## src/inc/ascr_pkg.sv

```systemverilog
/*
  Shared constants and carriers of the ASCII serial command responder.
  Assumes byte-wide receive and transmit streams synchronous to clk_i.
*/
package ascr_pkg;
  // Character codes
  localparam logic [7:0] ASCR_CH_CR = 8'h0d;
  localparam logic [7:0] ASCR_CH_LF = 8'h0a;
  localparam logic [7:0] ASCR_CH_COMMA = 8'h2c;
  localparam logic [7:0] ASCR_CH_QMARK = 8'h3f;
  localparam logic [7:0] ASCR_CH_SPACE = 8'h20;
  localparam logic [7:0] ASCR_CH_ACK = 8'h06;
  localparam logic [7:0] ASCR_CH_NAK = 8'h15;
  localparam logic [7:0] ASCR_CH_ZERO = 8'h30;
  localparam logic [7:0] ASCR_CH_A = 8'h41;
  // Line buffer and reply sizes
  localparam int ASCR_LINE_LEN = 16;
  localparam int ASCR_ID_LEN = 3;
  localparam int ASCR_GAS_LEN = 12;
  localparam int ASCR_REPLY_LEN = 19;
  // Command word length and the comma position
  localparam int ASCR_WORD_LEN = 5;
  // Command words as received, first character in the top byte
  localparam logic [ASCR_WORD_LEN*8-1:0] ASCR_WORD_QUERY = 40'h44434f4e43;
  localparam logic [ASCR_WORD_LEN*8-1:0] ASCR_WORD_SPAN = 40'h445350414e;
  localparam logic [ASCR_WORD_LEN*8-1:0] ASCR_WORD_ZERO = 40'h445a45524f;
  localparam logic [ASCR_WORD_LEN*8-1:0] ASCR_WORD_ABORT = 40'h41424f5254;
  localparam logic [ASCR_WORD_LEN*8-1:0] ASCR_WORD_RESET = 40'h5245534554;
  // Status word field positions
  localparam int ASCR_SW_FAULT_LSB = 6;
  localparam int ASCR_SW_OOS = 5;
  localparam int ASCR_SW_ZERO = 4;
  localparam int ASCR_SW_SPAN = 3;
  localparam int ASCR_SW_UNUSED = 2;
  localparam int ASCR_SW_PPM = 1;
  localparam int ASCR_SW_RSVD = 0;
  // Status light codes
  localparam logic [1:0] ASCR_LIGHT_GREEN = 2'h0;
  localparam logic [1:0] ASCR_LIGHT_AMBER = 2'h1;
  localparam logic [1:0] ASCR_LIGHT_OFF = 2'h2;
  localparam logic [1:0] ASCR_LIGHT_RED = 2'h3;
  // Network protocol codes
  localparam logic [1:0] ASCR_PROTO_COMMA = 2'h0;
  localparam logic [1:0] ASCR_PROTO_FRAMED = 2'h1;
  localparam logic [1:0] ASCR_PROTO_ADV = 2'h2;
  localparam logic [1:0] ASCR_PROTO_MODBUS = 2'h3;
  // Logging period limits, seconds
  localparam logic [16:0] ASCR_LOG_MIN = 17'h00001;
  localparam logic [16:0] ASCR_LOG_MAX = 17'h15180;
  localparam logic [16:0] ASCR_LOG_RESET = 17'h0003c;
  // Dilution ratio in 8.8 fixed point, 1.0 default
  localparam logic [15:0] ASCR_DIL_RESET = 16'h0100;
  // Compensation method codes
  localparam logic ASCR_COMP_NEW = 1'b0;
  localparam logic ASCR_COMP_OLD = 1'b1;
  // Recognised commands
  typedef enum logic [2:0] {
    ASCR_CMD_NONE = 3'b000,
    ASCR_CMD_CONC = 3'b001,
    ASCR_CMD_SPAN = 3'b010,
    ASCR_CMD_ZERO = 3'b011,
    ASCR_CMD_ABORT = 3'b100,
    ASCR_CMD_RESET = 3'b101
  } ascr_cmd_t;
  // Calibration modes
  typedef enum logic [1:0] {
    ASCR_MODE_MEASURE = 2'b00,
    ASCR_MODE_ZERO = 2'b01,
    ASCR_MODE_SPAN = 2'b10
  } ascr_mode_t;
  // Instrument condition inputs
  typedef struct packed {
    logic [9:0] faults;
    logic out_of_service;
    logic units_ppm;
  } ascr_cond_t;
  // One byte on a stream
  typedef struct packed {
    logic valid;
    logic [7:0] data;
  } ascr_byte_t;
endpackage : ascr_pkg

```

## src/logic/ascr_responder.sv

```systemverilog
/*
  Line-oriented ASCII command responder: buffers a received line, parses
  the command and identifier, updates the calibration mode and sends a reply.
  Assumes rx bytes arrive one per valid pulse, and the gas value arrives
  already formatted as decimal ASCII in the selected units, space padded.
*/
`timescale 1ns/1ps
module ascr_responder
  import ascr_pkg::*;
#(
  parameter int LINE_LEN = ASCR_LINE_LEN
) (
  input wire logic clk_i,
  input wire logic reset_i,
  input wire ascr_byte_t rx_i,
  input wire logic tx_ready_i,
  input wire logic [ASCR_ID_LEN*8-1:0] serial_id_i,
  input wire logic [ASCR_GAS_LEN*8-1:0] gas_text_i,
  input wire ascr_cond_t cond_i,
  input wire logic cal_allowed_i,
  input wire logic [1:0] light_i,
  input wire logic [1:0] proto_sel_i,
  input wire logic log_wr_i,
  input wire logic [16:0] log_period_i,
  input wire logic dil_wr_i,
  input wire logic [15:0] dil_ratio_i,
  input wire logic comp_wr_i,
  input wire logic comp_sel_i,
  output ascr_byte_t tx_o,
  output ascr_mode_t mode_o,
  output logic reboot_o,
  output logic [1:0] light_o,
  output logic [1:0] proto_o,
  output logic [16:0] log_period_o,
  output logic log_reject_o,
  output logic [15:0] dil_ratio_o,
  output logic comp_sel_o
);
  // Buffer must hold WORD,ID and fit the 7-bit length counter
  if (LINE_LEN < ASCR_WORD_LEN + 1 + ASCR_ID_LEN || LINE_LEN > 64) begin : g_bad_len
    $error("LINE_LEN out of range");
  end

  // Receive, parse and send phases
  typedef enum logic [1:0] {
    ASCR_ST_RX = 2'b00,
    ASCR_ST_PARSE = 2'b01,
    ASCR_ST_SEND = 2'b10
  } ascr_state_t;

  // Whole state of the responder in one register
  typedef struct packed {
    ascr_state_t st;
    logic [LINE_LEN*8-1:0] line;
    logic [6:0] len;
    logic overflow;
    logic [ASCR_REPLY_LEN*8-1:0] reply;
    logic [4:0] rlen;
    logic [4:0] ridx;
    logic reboot_pend;
    ascr_byte_t tx;
    ascr_mode_t mode;
    logic reboot;
    logic [1:0] light;
    logic [1:0] proto;
    logic [16:0] log_period;
    logic log_reject;
    logic [15:0] dil;
    logic comp;
  } ascr_regs_t;

  // Registered state and its next value
  ascr_regs_t r, nxt;
  logic [15:0] status_word;
  logic [31:0] status_chars;
  logic [ASCR_WORD_LEN*8-1:0] word;
  logic [ASCR_ID_LEN*8-1:0] id_field;
  ascr_cmd_t cmd;
  logic id_ok;
  logic is_term;

  // Character at a buffer position, first received first
  function automatic logic [7:0] ascr_char_at(input logic [LINE_LEN*8-1:0] buf_v, input int pos);
    ascr_char_at = buf_v[(LINE_LEN-1-pos)*8 +: 8];
  endfunction : ascr_char_at

  // One-byte answer: ACK when the request can be served, NAK when not
  function automatic logic [7:0] ascr_ack_byte(input logic ok);
    if (ok) begin
      ascr_ack_byte = ASCR_CH_ACK;
    end else begin
      ascr_ack_byte = ASCR_CH_NAK;
    end
  endfunction : ascr_ack_byte

  // Command word to command code; anything unknown decodes to none
  function automatic ascr_cmd_t ascr_decode_word(input logic [ASCR_WORD_LEN*8-1:0] w);
    if (w == ASCR_WORD_QUERY) begin
      ascr_decode_word = ASCR_CMD_CONC;
    end else if (w == ASCR_WORD_SPAN) begin
      ascr_decode_word = ASCR_CMD_SPAN;
    end else if (w == ASCR_WORD_ZERO) begin
      ascr_decode_word = ASCR_CMD_ZERO;
    end else if (w == ASCR_WORD_ABORT) begin
      ascr_decode_word = ASCR_CMD_ABORT;
    end else if (w == ASCR_WORD_RESET) begin
      ascr_decode_word = ASCR_CMD_RESET;
    end else begin
      ascr_decode_word = ASCR_CMD_NONE;
    end
  endfunction : ascr_decode_word

  // Status word assembly
  always_comb begin
    status_word = 16'h0000;
    status_word[15:ASCR_SW_FAULT_LSB] = cond_i.faults;
    status_word[ASCR_SW_OOS] = cond_i.out_of_service;
    status_word[ASCR_SW_ZERO] = (r.mode == ASCR_MODE_ZERO);
    status_word[ASCR_SW_SPAN] = (r.mode == ASCR_MODE_SPAN);
    status_word[ASCR_SW_UNUSED] = 1'b0;
    status_word[ASCR_SW_PPM] = cond_i.units_ppm;
    status_word[ASCR_SW_RSVD] = 1'b0;
  end

  ascr_hex_word ascr_hex_word_i (
    .word_i(status_word),
    .chars_o(status_chars)
  );

  // Command word, comma and identifier decode
  always_comb begin
    word = r.line[LINE_LEN*8-1 -: ASCR_WORD_LEN*8];
    id_field = r.line[(LINE_LEN-ASCR_WORD_LEN-1)*8-1 -: ASCR_ID_LEN*8];
    cmd = ASCR_CMD_NONE;
    // Only WORD,ID with nothing more is a candidate command
    if (r.len == 7'(ASCR_WORD_LEN + 1 + ASCR_ID_LEN) && !r.overflow &&
        ascr_char_at(r.line, ASCR_WORD_LEN) == ASCR_CH_COMMA) begin
      cmd = ascr_decode_word(word);
    end
    id_ok = (id_field == serial_id_i) ||
            (id_field == {ASCR_CH_QMARK, ASCR_CH_QMARK, ASCR_CH_QMARK});
    is_term = (rx_i.data == ASCR_CH_CR) || (rx_i.data == ASCR_CH_LF);
  end

  // Next-state logic
  always_comb begin
    nxt = r;
    nxt.reboot = 1'b0;
    // Parameter ports
    nxt.light = light_i;
    nxt.proto = proto_sel_i;
    nxt.log_reject = 1'b0;
    // Out-of-range period keeps the old value
    if (log_wr_i) begin
      if (log_period_i >= ASCR_LOG_MIN && log_period_i <= ASCR_LOG_MAX) begin
        nxt.log_period = log_period_i;
      end else begin
        nxt.log_reject = 1'b1;
      end
    end
    if (dil_wr_i) begin
      nxt.dil = dil_ratio_i;
    end
    if (comp_wr_i) begin
      nxt.comp = comp_sel_i;
    end
    // Receive, parse once, then send the reply byte by byte
    case (r.st)
      ASCR_ST_RX: begin
        if (rx_i.valid) begin
          if (is_term) begin
            nxt.st = ASCR_ST_PARSE;
          end else if (r.len < 7'(LINE_LEN)) begin
            nxt.line[(LINE_LEN-1-int'(r.len))*8 +: 8] = rx_i.data;
            nxt.len = r.len + 7'h01;
          end else begin
            // Too long: marked bad, still waits for the terminator
            nxt.overflow = 1'b1;
          end
        end
      end
      ASCR_ST_PARSE: begin
        nxt.st = ASCR_ST_RX;
        nxt.ridx = 5'h00;
        nxt.reply = '0;
        // Silent unless word, ID and protocol all fit
        if (cmd != ASCR_CMD_NONE && id_ok && proto_sel_i == ASCR_PROTO_COMMA) begin
          nxt.st = ASCR_ST_SEND;
          case (cmd)
            ASCR_CMD_CONC: begin
              nxt.reply = {gas_text_i, ASCR_CH_SPACE, status_chars, ASCR_CH_CR, ASCR_CH_LF};
              nxt.rlen = 5'(ASCR_REPLY_LEN);
            end
            ASCR_CMD_SPAN: begin
              nxt.rlen = 5'h01;
              nxt.reply[ASCR_REPLY_LEN*8-1 -: 8] = ascr_ack_byte(cal_allowed_i);
              if (cal_allowed_i) begin
                nxt.mode = ASCR_MODE_SPAN;
              end
            end
            ASCR_CMD_ZERO: begin
              nxt.rlen = 5'h01;
              nxt.reply[ASCR_REPLY_LEN*8-1 -: 8] = ascr_ack_byte(cal_allowed_i);
              if (cal_allowed_i) begin
                nxt.mode = ASCR_MODE_ZERO;
              end
            end
            ASCR_CMD_ABORT: begin
              nxt.rlen = 5'h01;
              nxt.reply[ASCR_REPLY_LEN*8-1 -: 8] = ascr_ack_byte(cal_allowed_i);
              if (cal_allowed_i) begin
                nxt.mode = ASCR_MODE_MEASURE;
              end
            end
            ASCR_CMD_RESET: begin
              nxt.rlen = 5'h01;
              nxt.reply[ASCR_REPLY_LEN*8-1 -: 8] = ASCR_CH_ACK;
              nxt.reboot_pend = 1'b1;
            end
            default: begin
              // Unreachable: only decoded commands get here
              nxt.st = ASCR_ST_RX;
            end
          endcase
        end
        // Buffer cleared for the next line
        nxt.line = '0;
        nxt.len = 7'h00;
        nxt.overflow = 1'b0;
      end
      ASCR_ST_SEND: begin
        // A byte stands until the host takes it
        if (!r.tx.valid || tx_ready_i) begin
          if (r.ridx < r.rlen) begin
            nxt.tx.valid = 1'b1;
            nxt.tx.data = r.reply[(ASCR_REPLY_LEN-1-int'(r.ridx))*8 +: 8];
            nxt.ridx = r.ridx + 5'h01;
          end else begin
            nxt.tx.valid = 1'b0;
            nxt.st = ASCR_ST_RX;
            // Reboot only once the ACK has left
            if (r.reboot_pend) begin
              nxt.reboot = 1'b1;
              nxt.reboot_pend = 1'b0;
              nxt.mode = ASCR_MODE_MEASURE;
            end
          end
        end
      end
      default: begin
        nxt.st = ASCR_ST_RX;
      end
    endcase
  end

  // State register
  always_ff @(posedge clk_i) begin
    if (reset_i) begin
      r <= '0;
      r.st <= ASCR_ST_RX;
      r.mode <= ASCR_MODE_MEASURE;
      // Parameter outputs start at their defaults
      r.light <= ASCR_LIGHT_GREEN;
      r.proto <= ASCR_PROTO_COMMA;
      r.log_period <= ASCR_LOG_RESET;
      r.dil <= ASCR_DIL_RESET;
      r.comp <= ASCR_COMP_OLD;
    end else begin
      r <= nxt;
    end
  end

  // Outputs straight from flip-flops
  assign tx_o = r.tx;
  assign mode_o = r.mode;
  assign reboot_o = r.reboot;
  assign light_o = r.light;
  assign proto_o = r.proto;
  assign log_period_o = r.log_period;
  assign log_reject_o = r.log_reject;
  assign dil_ratio_o = r.dil;
  assign comp_sel_o = r.comp;
endmodule : ascr_responder

```

## src/logic/ascr_hex_word.sv

```systemverilog
/*
  Turns a 16-bit status word into four ASCII hex digits, MSB first.
  Assumes a purely combinational use inside the responder.
*/
`timescale 1ns/1ps
module ascr_hex_word
  import ascr_pkg::*;
(
  input wire logic [15:0] word_i,
  output logic [31:0] chars_o
);
  // Digit to upper-case hex character
  function automatic logic [7:0] ascr_hex_char(input logic [3:0] nib);
    if (nib < 4'ha) begin
      ascr_hex_char = ASCR_CH_ZERO + {4'h0, nib};
    end else begin
      ascr_hex_char = ASCR_CH_A + {4'h0, nib - 4'ha};
    end
  endfunction : ascr_hex_char

  // Four digits, most significant first
  always_comb begin
    chars_o = {ascr_hex_char(word_i[15:12]), ascr_hex_char(word_i[11:8]),
               ascr_hex_char(word_i[7:4]), ascr_hex_char(word_i[3:0])};
  end
endmodule : ascr_hex_word

```

## config.mk

```make
export PLATFORM = sky130hd
export DESIGN_NAME = ascr_responder
export DESIGN_NICKNAME = d
export VERILOG_FILES = /design/src/inc/ascr_pkg.sv /design/src/logic/ascr_responder.sv /design/src/logic/ascr_hex_word.sv
export SDC_FILE = /design/constraint.sdc
export NUM_CORES = 1
export LEC_CHECK = 0
export BUFFER_PORTS_ARGS = -buffer_cell sky130_fd_sc_hd__buf_4
export CORE_UTILIZATION = 56
export CTS_BUF_LIST = sky130_fd_sc_hd__clkbuf_8 sky130_fd_sc_hd__clkbuf_16
export DETAILED_ROUTE_END_ITERATION = 16
export GPL_TIMING_DRIVEN = 0
export HOLD_SLACK_MARGIN = 0.15
export PLACE_DENSITY = 0.81
export SLEW_MARGIN = 25
export SYNTH_ARGS = -nofsm -noshare
export SYNTH_HDL_FRONTEND = slang
export SYNTH_SLANG_ARGS = --single-unit
```

## constraint.sdc

```tcl
create_clock -name clk_i -period 5.5 [get_ports clk_i]
set_clock_uncertainty 0.05 [all_clocks]
set_input_delay 0.275 -clock clk_i [delete_from_list [all_inputs] [get_ports clk_i]]
set_output_delay 0.275 -clock clk_i [all_outputs]
set_load 0.01 [all_outputs]
```

# [Word level (Yosys, flattened, before mapping)]
# Index checks and enable logic that the tools add are counted.
[classes] reduce_logical=31 n_addsub=17 shift=3 eq_ne=35 muxes=44 bitwise=3 order_cmp=8
[op_table] op="136-bit case mux with 2 select lines" count=1
[op_table] op="40-bit by 39-bit == test with 1-bit output (second input constant)" count=5
[op_table] op="157-bit two-way mux" count=1
[op_table] op="152-bit by 9-bit variable part select with 8-bit output" count=1
[op_table] op="144-bit two-way mux" count=1
[op_table] op="138-bit two-way mux" count=1
[op_table] op="136-bit two-way mux" count=1
[op_table] op="135-bit two-way mux" count=1
[op_table] op="128-bit bitwise mux" count=1
[op_table] op="8-bit by 33-bit variable shift with 128-bit output (first input constant)" count=1
[op_table] op="8-bit by 33-bit variable part select with 128-bit output" count=1
[op_table] op="8-bit two-way mux" count=5
[op_table] op="11-bit negator with 33-bit output" count=1
[op_table] op="7-bit by 4-bit adder with 8-bit output (first input constant)" count=4
[op_table] op="6-bit by 4-bit adder with 7-bit output (first input constant)" count=4
[op_table] op="24-bit by 22-bit == test with 1-bit output (second input constant)" count=1
[op_table] op="24-bit == test" count=1
[op_table] op="3-bit two-way mux" count=8
[op_table] op="8-bit case mux with 3 select lines" count=1
[op_table] op="2-bit inequality test (second input constant)" count=10
[op_table] op="18-bit two-way mux" count=1
[op_table] op="2-bit two-way mux" count=9
[op_table] op="17-bit by 1-bit greater-or-equal comparator with 1-bit output (second input constant)" count=1
[op_table] op="17-bit <= comparator (second input constant)" count=1
[op_table] op="other kinds (41)" count=79
[totals] ff_bits=352 output_inout_bits=51 elab_cells=159

# [Depth between registers and ports, before layout]
# Gate-level depths: netlist (run 1).
[logic_depth] depth_word=12 ltp_mapped=15 ltp_nobuf=13

# [Modules after synthesis]
# Synthesis (run 1) repeated with hierarchy kept, for this count alone.
[unflattened] cells_unflattened=1355 area_unflattened_um2=12948.7
[by_module_without_submodules] mod="ascr_responder" area_per_inst_um2=12425.7 seq_area_each_um2=5405.2 cells_each=1278 instances=1
[by_module_without_submodules] mod="ascr_hex_word" area_per_inst_um2=523.0 seq_area_each_um2=0.0 cells_each=77 instances=1

# [Least setup slack after synthesis (run 1)]
# OpenSTA, ideal clock, no wires.
[synth_path] kind="flip-flop to flip-flop" start="register r[219] (netlist name)" end="register r[341] (netlist name)" setup_time_ps=70 stages_incl_launch_ff=15 arrival_ps=4244 synth_period_minus_slack_ps=4364 slack_ps=1136 n_path_buf=1 cell_sequence="dfxtp_1 -> inv_1 -> ha_1 -> ha_1 -> or4b_2 -> or3_1 -> ha_1 -> nor4b_1 -> nand3_1 -> nor3_1 -> and3_1 -> clkbuf_1 -> a31oi_1 -> or4b_1 -> a21oi_1"
[synth_via] elab_chain_len=8
[synth_lines] element="start, declared" line="ascr_responder.sv:73" rtl="ascr_regs_t r, nxt;"
[synth_lines] element="start signal, assigned" line="ascr_responder.sv:269" rtl="r <= nxt;"
[synth_lines] element="4-bit by 7-bit subtractor with 8-bit output" line="ascr_responder.sv:174" rtl="nxt.line[(LINE_LEN-1-int'(r.len))*8 +: 8] = rx_i.data;"
[synth_lines] element="11-bit negator with 33-bit output" line="ascr_responder.sv:174"
[synth_lines] element="8-bit by 33-bit variable part select with 128-bit output or 8-bit by 33-bit variable shift with 128-bit output (tied branches)" line="ascr_responder.sv:174"
[synth_lines] element="128-bit bitwise mux" line="ascr_responder.sv:174"
[synth_lines] element="135-bit two-way mux" line="ascr_responder.sv:173" rtl="end else if (r.len < 7'(LINE_LEN)) begin"
[synth_lines] element="136-bit two-way mux" line="ascr_responder.sv:171" rtl="if (is_term) begin"
[synth_lines] element="138-bit two-way mux" line="ascr_responder.sv:170" rtl="if (rx_i.valid) begin"
[synth_lines] element="136-bit case mux with 2 select lines" line="ascr_responder.sv:168" rtl="case (r.st)"
# Parallel ways exist; a longest one is shown, timed or not. The select of a mux whose other input is x is not followed.
# A chain may end at the register's enable or synchronous reset.

# [Worst setup path in the final report (run 1)]
# Ends and elaborated chain as after synthesis.

==> impl_metrics.tcl, run 1 <==
set metrics [dict create \
    dr_total_vias 12700 \
    endpoint_kind "flop" \
    syn_inst 1311 \
    start_kind "flop" \
    crit_chain "inv_1 > ha_1 > ha_1 > or4b_2 > or3_1 > ha_1 > nor4b_1 > nand3_1 > nor3_2 > and3_1 > clkbuf_1 > a31oi_1 > or4b_1 > a21oi_1" \
    layout_common_cells "282 x buf_4, 264 x dfxtp_1, 159 x dlygate4sd3_1" \
    dpl.hpwl_um 27020 \
    synth-edff-count 0 \
    die_x_um 150.4 \
    crit_type "flop to flop" \
    crit_start "r[219]" \
    outcome "completed" \
    syn-num-nets 1522 \
    worstMarginPinSlew_ns 1.067 \
    worst_path_most_repeated_cell "ha_1" \
    tns_ns 0 \
    hold_viol 0 \
    clk_pin_slew_ns 0.06 \
    start_util 0.5797 \
    die-area_mm2 0.02263 \
    layout-drive-gt1-share 0.2197 \
    cap_violations 0 \
    cp_max_fo 9 \
    gp_congestion 0.9772 \
    drc_errors 0 \
    seq_area_frac_synth 0.4283 \
    grtUsageMet2 0.6500 \
    fmax_mhz 199.3 \
    clockBufferDepth 3 \
    grt_max_degree 16 \
    core_area_mm2 0.02129 \
    final_common_cell "buf_4" \
    grt_pass1_vias 12720 \
    grt_pass1_wl_um 68200 \
    fin_crit_ns 5.018 \
    top_usage_layer "met2" \
    synthArstFlopShare 0 \
    power.total_mw 4.393 \
    slowest_stage "or4b_2" \
    post_synth_num_cell_types 64 \
    fin_nets 1942 \
    max-vdd-ir-drop_uv 280.7 \
    synthFlopType "dfxtp_1" \
    worstPathArrival_ns 5.43 \
    crit_path_end "r[341]" \
    rrSetupSlack_ns 0.48 \
    ys_ff_latch 264 \
    post_drt_wl_per_cell_um 22.02 \
    htreeDepth 1 \
    cts.sink_count 264 \
    cts_buffers 28 \
    first_pass_iters 7 \
    yosysTopAreaCell "dfxtp_1" \
    period_share 0.9123 \
    cts_tree "yes" \
    io_pins 237 \
    nFillCells 1287 \
    grtUsageMet1 0.4691 \
    synth_warnings 0 \
    r2r_cells 14 \
    r2r_start "r[219]" \
    syn-cell-area_mm2 0.01234 \
    leakagePower_nw 6.920 \
    totalWireLength_um 44710 \
    rsz0062_at_grt "no" \
    area_delta_synth_final_pct 37.74 \
    io_buffers 231 \
    drt.antenna.violating_nets 0 \
    final-setup-viol-count 0 \
    synth.avg_cell_area_um2 9.412 \
    viasPerCell 6.258 \
    met3_usage 0.08667 \
    yosys-top-cells-area "dfxtp_1 43%, a22o_1 7.3%, mux4_2 4.0%" \
    cpPeakStageDelay_ns 0.70 \
    drt_iter0_drc 1376 \
    clock-root-buffer "clkbuf_16" \
    p_per_area_mw_per_mm2 258.5 \
    overflow 0 \
    clock_latency_ns 0.56 \
    required_ns 5.91 \
    die_h_um 150.4 \
    hold_path_class "primary input to flop" \
    antenna_found_initial 3 \
    cts_setup_buffers 0 \
    slew_viol_final 0 \
    max-slew-margin-rel 0.2809 \
    num_rows 53 \
    yosys.area.top_type_share 0.4283 \
    worst_r2r_endpoint "r[341]" \
    grt_usage 0.3928 \
]
## cells by family after synthesis
kind of cell,count (synthesis),synth area share
simple gates,436,0.1862
xor+xnor,44,0.03123
flops,264,0.4283
buf+inv,161,0.06561
fa+ha+maj,25,0.02535
mux,77,0.08538
compound gates,304,0.1780
## critical path, delay by kind of cell, from the launching register on
| kind | cells | cell delay [ns] |
|---|---|---|
| adder cells (fa/ha/maj) | 3 | 0.82 |
| AO/OA/AOI/OAI | 2 | 0.49 |
| buffers and inverters | 2 | 0.34 |
| flip-flops | 1 | 0.39 |
| AND/OR/NAND/NOR | 7 | 2.83 |
## cell type report
cell class	instances	area [um^2]	area share
inverter	29	108.9	0.006405
antenna	3	7.507	0.0004417
clock inverter	17	161.4	0.009496
buffer	132	701.9	0.04130
multi-input combinational	886	6267	0.3687
timing repair buffer	390	3326	0.1957
sequential	264	5285	0.3110
tap	275	344.1	0.02024
clock buffer	34	794.5	0.04675
## worst min path at each step
stage	startpoint	end	slack, ns	cells past startpoint
finish	rx_i[6]	r[316]	0.18	3
detailed placement	r[316]	r[316]	0.39	2
global route	rx_i[6]	id_field[22]	0.21	3
global placement	r[316]	r[316]	0.39	2
CTS	rx_i[6]	id_field[22]	0.17	3
floorplan	log_period_i[2]	log_period_o[2]	0.34	1
## layer usage
metal | wire length [um] | part of all wire | vias up
li1 | - | - | 5608
met1 | 16830 | 0.38 | 5983
met2 | 20640 | 0.46 | 871
met3 | 4450 | 0.10 | 242
met4 | 2795 | 0.063 | 0
met5 | 0 | 0 | -
## where the power goes
group | internal, mW | switching [mW]
sequential | 1.94 | 0.0152
clock | 1.13 | 0.836
combinational | 0.256 | 0.222
## Yosys cell counts, types with 6 or more instances
cell type	instances
buf_4	51
a22oi_1	46
nand3_1	36
nor2_1	117
nand4_1	20
nand2b_1	14
xnor2_1	23
buf_2	11
a31oi_1	11
or3_1	9
inv_1	29
a211o_1	6
mux2_2	6
ha_1	25
buf_1	7
nor3b_1	9
nor4_1	22
xor2_1	21
and2_1	8
o21ai_0	42
nand3b_1	10
mux4_2	22
nand2_1	95
nor3_1	25
o41ai_1	8
clkbuf_1	63
a22o_1	103
nor2b_1	20
nor4b_1	10
a21oi_1	51
mux2i_1	49
dfxtp_1	264
## registers in the layout, summed over array words and instances (netlist names), 2 cells and up
register	count
mode_o	2
id_field	24
light_o	2
log_period_o	17
proto_o	2
tx_o	9
dil_ratio_o	16
r	189
## stage by stage
step | hold WS (ns) | setup slack, ns | instances | cell area [um^2] | utilization
3_3_place_gp | 0.3874 | 0.3597 | 1817 | 14420 | 0.6773
3_5_place_dp | 0.3944 | 0.3780 | 1817 | 14430 | 0.6780
5_1_grt | 0.2094 | 0.2277 | 2029 | 16990 | 0.7983
2_1_floorplan | 0.3429 | 1.136 | 1311 | 12340 | -
6_report | 0.1789 | 0.4823 | 2030 | 17000 | 0.7984
4_1_cts | 0.1713 | 0.3256 | 2027 | 16980 | 0.7976
## repair_timing
item | in CTS | in global routing
hold buffers | 159 | 0
endpoints found under the setup margin | 0 | 8
endpoints found under the hold margin | 153 | 0
gates resized for setup | 0 | 2
Power figures use the tool's default switching activity.
==> inputs of run 2 (changes only) <==
Settings changed: CAP_MARGIN set to 20, HOLD_SLACK_MARGIN 0.15 to 0.08, PLACE_DENSITY 0.81 to 0.8, SYNTH_HIERARCHICAL set to 1.
==> run 2 against run 1 <==
  * Register-to-register slack improved by 0.27 ns
  * Via count rose by 2.9%
  * Die area grew 4.9%
  * Non-clock buffer count down 10
  * Area after synthesis grew 4.9%
  * Maximum frequency is 5.7% higher
  * Largest power group is now sequential cells
  * Largest cell class unchanged
  * Critical path type unchanged
  * Critical path depth unchanged
==> impl_metrics.tcl, run 2 <==
set metrics [dict create \
    slowest_stage "nor3_1" \
    worstPathArrival_ns 5.16 \
    endpoint_kind "flop" \
    fin_ws_ns 0.7547 \
    clockBufferDepth 3 \
    fin_nets 1977 \
    post_drt_wl_per_cell_um 22.07 \
    start_util 0.5719 \
    holdCritStartpoint "cond_i[0]" \
    rrSetupSlack_ns 0.75 \
    grt_usage 0.3798 \
    yosys.area.top_type_share 0.4174 \
    core_area_mm2 0.02264 \
    die-area_mm2 0.02373 \
    cap_violations 0 \
    r2r_cells 14 \
    syn-cell-area_mm2 0.01295 \
    cts_buffers 27 \
    worst_r2r_endpoint "r[306]" \
    post_synth_num_cell_types 79 \
    totalWireLength_um 45710 \
    overflow 0 \
    yosysMostFrequentCell "dfxtp_1" \
    die_x_um 154.1 \
    worstMarginPinSlew_ns 1.116 \
    grt_pass1_wl_um 70260 \
    clock-root-buffer "clkbuf_16" \
    r2r_start "r[219]" \
    seq_area_frac_synth 0.4174 \
    hold-path-cell-count 3 \
    final_common_cell "buf_4" \
    max-vdd-ir-drop_uv 265.4 \
    ys_ff_latch 270 \
    synthTopCellsByCount "270 x dfxtp_1, 135 x a22o_1, 106 x nor2_1, 79 x nand2_1, 65 x clkbuf_1" \
    start_kind "flop" \
    num_rows 55 \
    hold_path_class "primary input to flop" \
    drt_iter0_drc 1355 \
    dpl.hpwl_um 28380 \
    drt.antenna.violating_nets 0 \
    clock_latency_ns 0.55 \
    viasPerCell 6.311 \
    first_pass_iters 9 \
    synth-edff-count 0 \
    cts_setup_buffers 0 \
    leakagePower_nw 7.159 \
    synth.avg_cell_area_um2 9.556 \
    outcome "completed" \
    cts_tree "yes" \
    cts.sink_count 270 \
    slew_viol_final 0 \
    yosys-top-cells-area "dfxtp_1 42%, a22o_1 9.1%, mux2i_1 3.9%" \
    worst_path_most_repeated_cell "ha_1" \
    area_delta_synth_final_pct 34.52 \
    grt_max_degree 16 \
    dr_total_vias 13070 \
    gp_congestion 0.9602 \
    required_ns 5.92 \
    hold_end "r[84]" \
    cpPeakStageDelay_ns 0.48 \
    grt_pass1_vias 12940 \
    p_per_area_mw_per_mm2 253.6 \
    io_pins 237 \
    hold_viol 0 \
    clk_pin_slew_ns 0.06 \
    regMostFlops "r" \
    syn_inst 1355 \
    cp_max_fo 10 \
    layout_common_cells "280 x buf_4, 270 x dfxtp_1, 145 x dlygate4sd3_1" \
    antenna_found_initial 1 \
    rsz0062_at_grt "no" \
    final_core_utilization 0.7693 \
    fin_crit_ns 4.745 \
    die_h_um 154.1 \
    drc_errors 0 \
    crit_type "flop to flop" \
    yosysTopAreaCell "dfxtp_1" \
    io_buffers 228 \
    post-place-ws_ns 1.006 \
    period_share 0.8628 \
    ctsResizeCount 0 \
    largest_reg_flops 195 \
    layout-drive-gt1-share 0.2207 \
    fmax_mhz 210.7 \
    max-slew-margin-rel 0.2518 \
    synth_warnings 6 \
    synthArstFlopShare 0 \
    htreeDepth 1 \
    crit_chain "inv_1 > ha_1 > ha_1 > or3_1 > nand2b_1 > ha_1 > nor4b_1 > nand3b_1 > or3_1 > nor3_1 > a21oi_1 > clkbuf_1 > or3b_1 > a21oi_1" \
    synthFlopType "dfxtp_1" \
    tns_ns 0 \
    final-setup-viol-count 0 \
]
==> run 2: cell types whose count changed after synthesis, moves of 7 or more <==
cell,before,now
nand2_1,95,79
nand3_1,36,29
nor2_1,117,106
a22oi_1,46,34
o41ai_1,8,0
a22o_1,103,135
a222oi_1,0,7
==> run 2: final cells by class <==
class | count | area, um^2
Multi-Input combinational cell | 918 | 6669
Sequential cell | 270 | 5405
Fill cell | 1426 | 5223
Timing Repair Buffer | 373 | 3163
Clock buffer | 35 | 785.8
Buffer | 139 | 767.0
Tap cell | 285 | 356.6
Inverter | 38 | 145.1
Clock inverter | 12 | 123.9
Antenna cell | 1 | 2.502
==> run 2: worst max-delay path by stage <==
stage	from	end	slack, ns
finish	r[219]	r[306]	0.75
floorplan	r[219]	r[305]	1.59
global route	r[219]	r[306]	0.50
global placement	r[219]	r[306]	1.06
detailed placement	r[219]	r[306]	1.01
CTS	r[219]	r[306]	0.89
==> run 2: critical path, delay by kind of cell, from the launching register on <==
family          cells  cell delay [ns]
fa+ha+maj           3             0.82
compound gates      2             0.48
flops               1             0.47
simple gates        7             2.43
buf+inv             2             0.44
==> run 2: report_power, final <==
part / switching (mW) / internal, mW / total, mW / leakage, nW
sequential: 0.0224 / 1.98 / 2.01 / 2.18
clock: 0.814 / 1.10 / 1.91 / 0.469
combinational: 0.238 / 0.260 / 0.498 / 4.51
total: 1.07 / 3.34 / 4.42 / 7.16
==> run 2: timing repair <==
action	in CTS	in global routing
hold endpoints to repair	148	0
hold buffers	145	0
endpoints found under the setup margin	0	0
==> run 2: cells by family after synthesis <==
kind of cell / synth area share
flip-flops: 0.4174
adder cells (fa/ha/maj): 0.02319
XOR/XNOR: 0.03102
other: 0.0005800
buffers and inverters: 0.07044
AO/OA/AOI/OAI: 0.1981
multiplexers: 0.08030
AND/OR/NAND/NOR: 0.1790
==> run 2: metrics by stage <==
| step | power [mW] | cells | instance area, um^2 | hold slack [ns] |
|---|---|---|---|---|
| 5_1_grt | 4.519 | 2071 | 17420 | 0.1167 |
| 2_1_floorplan | 2.234 | 1365 | 12990 | 0.3348 |
| 3_3_place_gp | 2.426 | 1878 | 15050 | 0.3896 |
| 6_report | 4.417 | 2071 | 17420 | 0.1090 |
| 4_1_cts | 4.358 | 2070 | 17420 | 0.1064 |
| 3_5_place_dp | 2.434 | 1878 | 15050 | 0.3967 |
==> run 2: layer usage <==
metal	vias up	track usage	part of all wire
met1	6100	0.4276	0.36
met5	-	0	0
met3	295	0.06736	0.084
li1	5803	-	-
met4	0	0.2838	0.081
met2	872	0.6452	0.48
==> inputs of run 3 (changes only) <==
Settings changed: PLACE_DENSITY 0.8 to 0.81, SYNTH_HIERARCHICAL 1 to not set.
==> run 3 against run 2 <==
  * Die area down 4.6%
  * Via count down 2.7%
  * Largest power group is now clock
  * Critical path type unchanged
  * Power down 0.62%
  * Cell area down 3.0%
==> impl_metrics.tcl, run 3 (same netlist as run 1, synthesis figures left out) <==
set metrics [dict create \
    die-area_mm2 0.02263 \
    drc_errors 0 \
    grt_max_degree 16 \
    max-slew-margin-rel 0.3456 \
    die_h_um 150.4 \
    drt.antenna.violating_nets 0 \
    nFillCells 1299 \
    whs_ns 0.08938 \
    rrSetupSlack_ns 0.25 \
    layout-drive-gt1-share 0.2204 \
    cts_tree "yes" \
    htreeDepth 1 \
    largest_reg_flops 189 \
    grt_usage 0.3913 \
    clk_pin_slew_ns 0.06 \
    clock-root-buffer "clkbuf_16" \
    first_pass_iters 8 \
    cts_buffers 28 \
    cp_max_fo 9 \
    layout_common_cells "282 x buf_4, 264 x dfxtp_1, 149 x dlygate4sd3_1" \
    holdCritStartpoint "cond_i[8]" \
    hold_path_class "primary input to flop" \
    grt_pass1_wl_um 68120 \
    r2r_cells 14 \
    period_share 0.9554 \
    dr_total_vias 12710 \
    leakagePower_nw 6.872 \
    core_area_mm2 0.02129 \
    die_x_um 150.4 \
    stdcell_count 2019 \
    worstPathArrival_ns 5.67 \
    power.total_mw 4.389 \
    fin_crit_ns 5.255 \
    outcome "completed" \
    num_rows 53 \
    r2r_start "r[219]" \
    fmax_mhz 190.3 \
    totalWireLength_um 44560 \
    required_ns 5.91 \
    clock_latency_ns 0.54 \
    io_pins 237 \
    drt_iter0_drc 1384 \
    regMostFlops "r" \
    grt_pass1_vias 12740 \
    fin_nets 1932 \
    start_util 0.5797 \
    worstMarginPinSlew_ns 0.9741 \
    rsz0062_at_grt "no" \
    hold_viol 0 \
    dpl.hpwl_um 27020 \
    p_per_area_mw_per_mm2 259.9 \
    slew_viol_final 0 \
    cap_violations 0 \
    hold_end "r[102]" \
    clockBufferDepth 3 \
    m1WireLength_um 16450 \
    final_common_cell "buf_4" \
    endpoint_kind "flop" \
    cts.sink_count 264 \
    detailroute.wirelength.met3_um 4795 \
    start_kind "flop" \
    hold-path-cell-count 4 \
    final-setup-viol-count 0 \
    worst_r2r_endpoint "r[341]" \
    gp_congestion 0.9772 \
    overflow 0 \
    post_drt_wl_per_cell_um 22.07 \
    viasPerCell 6.297 \
    post-place-ws_ns 0.3780 \
    area_delta_synth_final_pct 36.87 \
    crit_type "flop to flop" \
    dr.max_layer_used "met5" \
    max-vdd-ir-drop_uv 292.9 \
    tns_ns 0 \
    fin_ws_ns 0.2453 \
    final_core_utilization 0.7934 \
    antenna_found_initial 3 \
    wl_met2_um 20440 \
    place_inst 1817 \
    dpl_cell_area_mm2 0.01443 \
    io_buffers 231 \
    fin_area_mm2 0.01689 \
]
-- run 3: cell count changes in the layout (fill, tap and decap cells not counted), sizes merged, moves of 9 or more --
| cell | change |
|---|---|
| a22o | -32 |
| a22oi | +12 |
| conb | -12 |
| inv | -9 |
| nand2 | +16 |
| nor2 | +11 |
-- run 3: area by class of cell --
cell class / count / area (um^2) / area share
antenna: 2 / 5.005 / 0.0002963
buffer: 132 / 701.9 / 0.04156
clock buffer: 34 / 794.5 / 0.04704
clock inverter: 17 / 161.4 / 0.009557
inverter: 29 / 108.9 / 0.006445
multi-input combinational: 886 / 6262 / 0.3708
sequential: 264 / 5285 / 0.3129
tap: 275 / 344.1 / 0.02037
timing repair buffer: 380 / 3226 / 0.1910
-- run 3: where the power goes --
group          switching (mW)  internal, mW
sequential             0.0150          1.93
combinational           0.221         0.252
clock                   0.837          1.13
-- run 3: repair_timing --
action                                 CTS  global route
setup buffers                            0             0
gates resized for setup                  0             1
hold buffers                           149             0
endpoints found under the hold margin  148             0
setup endpoints to repair                0             7
-- run 3: worst max path at each step --
stage / start / endpoint / slack [ns] / cells past startpoint
final: r[219] / r[341] / 0.25 / 14
after global routing: r[219] / r[341] / 0.006 / 14
after CTS: r[219] / r[305] / 0.33 / 14
after detailed placement: r[219] / r[305] / 0.38 / 14
after global placement: r[219] / r[309] / 0.36 / 14
after floorplan: r[219] / r[341] / 1.14 / 14
-- run 3: critical path, stage by stage, from the launching register on --
cell      delay, ns
dfxtp_1        0.39
inv_1          0.10
ha_1           0.20
ha_1           0.34
or4b_2         0.70
or3_1          0.34
ha_1           0.28
nor4b_1        0.46
nand3_1        0.13
nor3_1         0.56
and3_1         0.24
clkbuf_1       0.24
a31oi_1        0.36
or4b_1         0.64
a21oi_1        0.14
-- run 3: metal layers --
layer / global-route usage / up-vias
met2: 0.6389 / 946
li1: - / 5580
met3: 0.08636 / 242
met1: 0.4701 / 5943
met5: 0 / -
met4: 0.2374 / 2
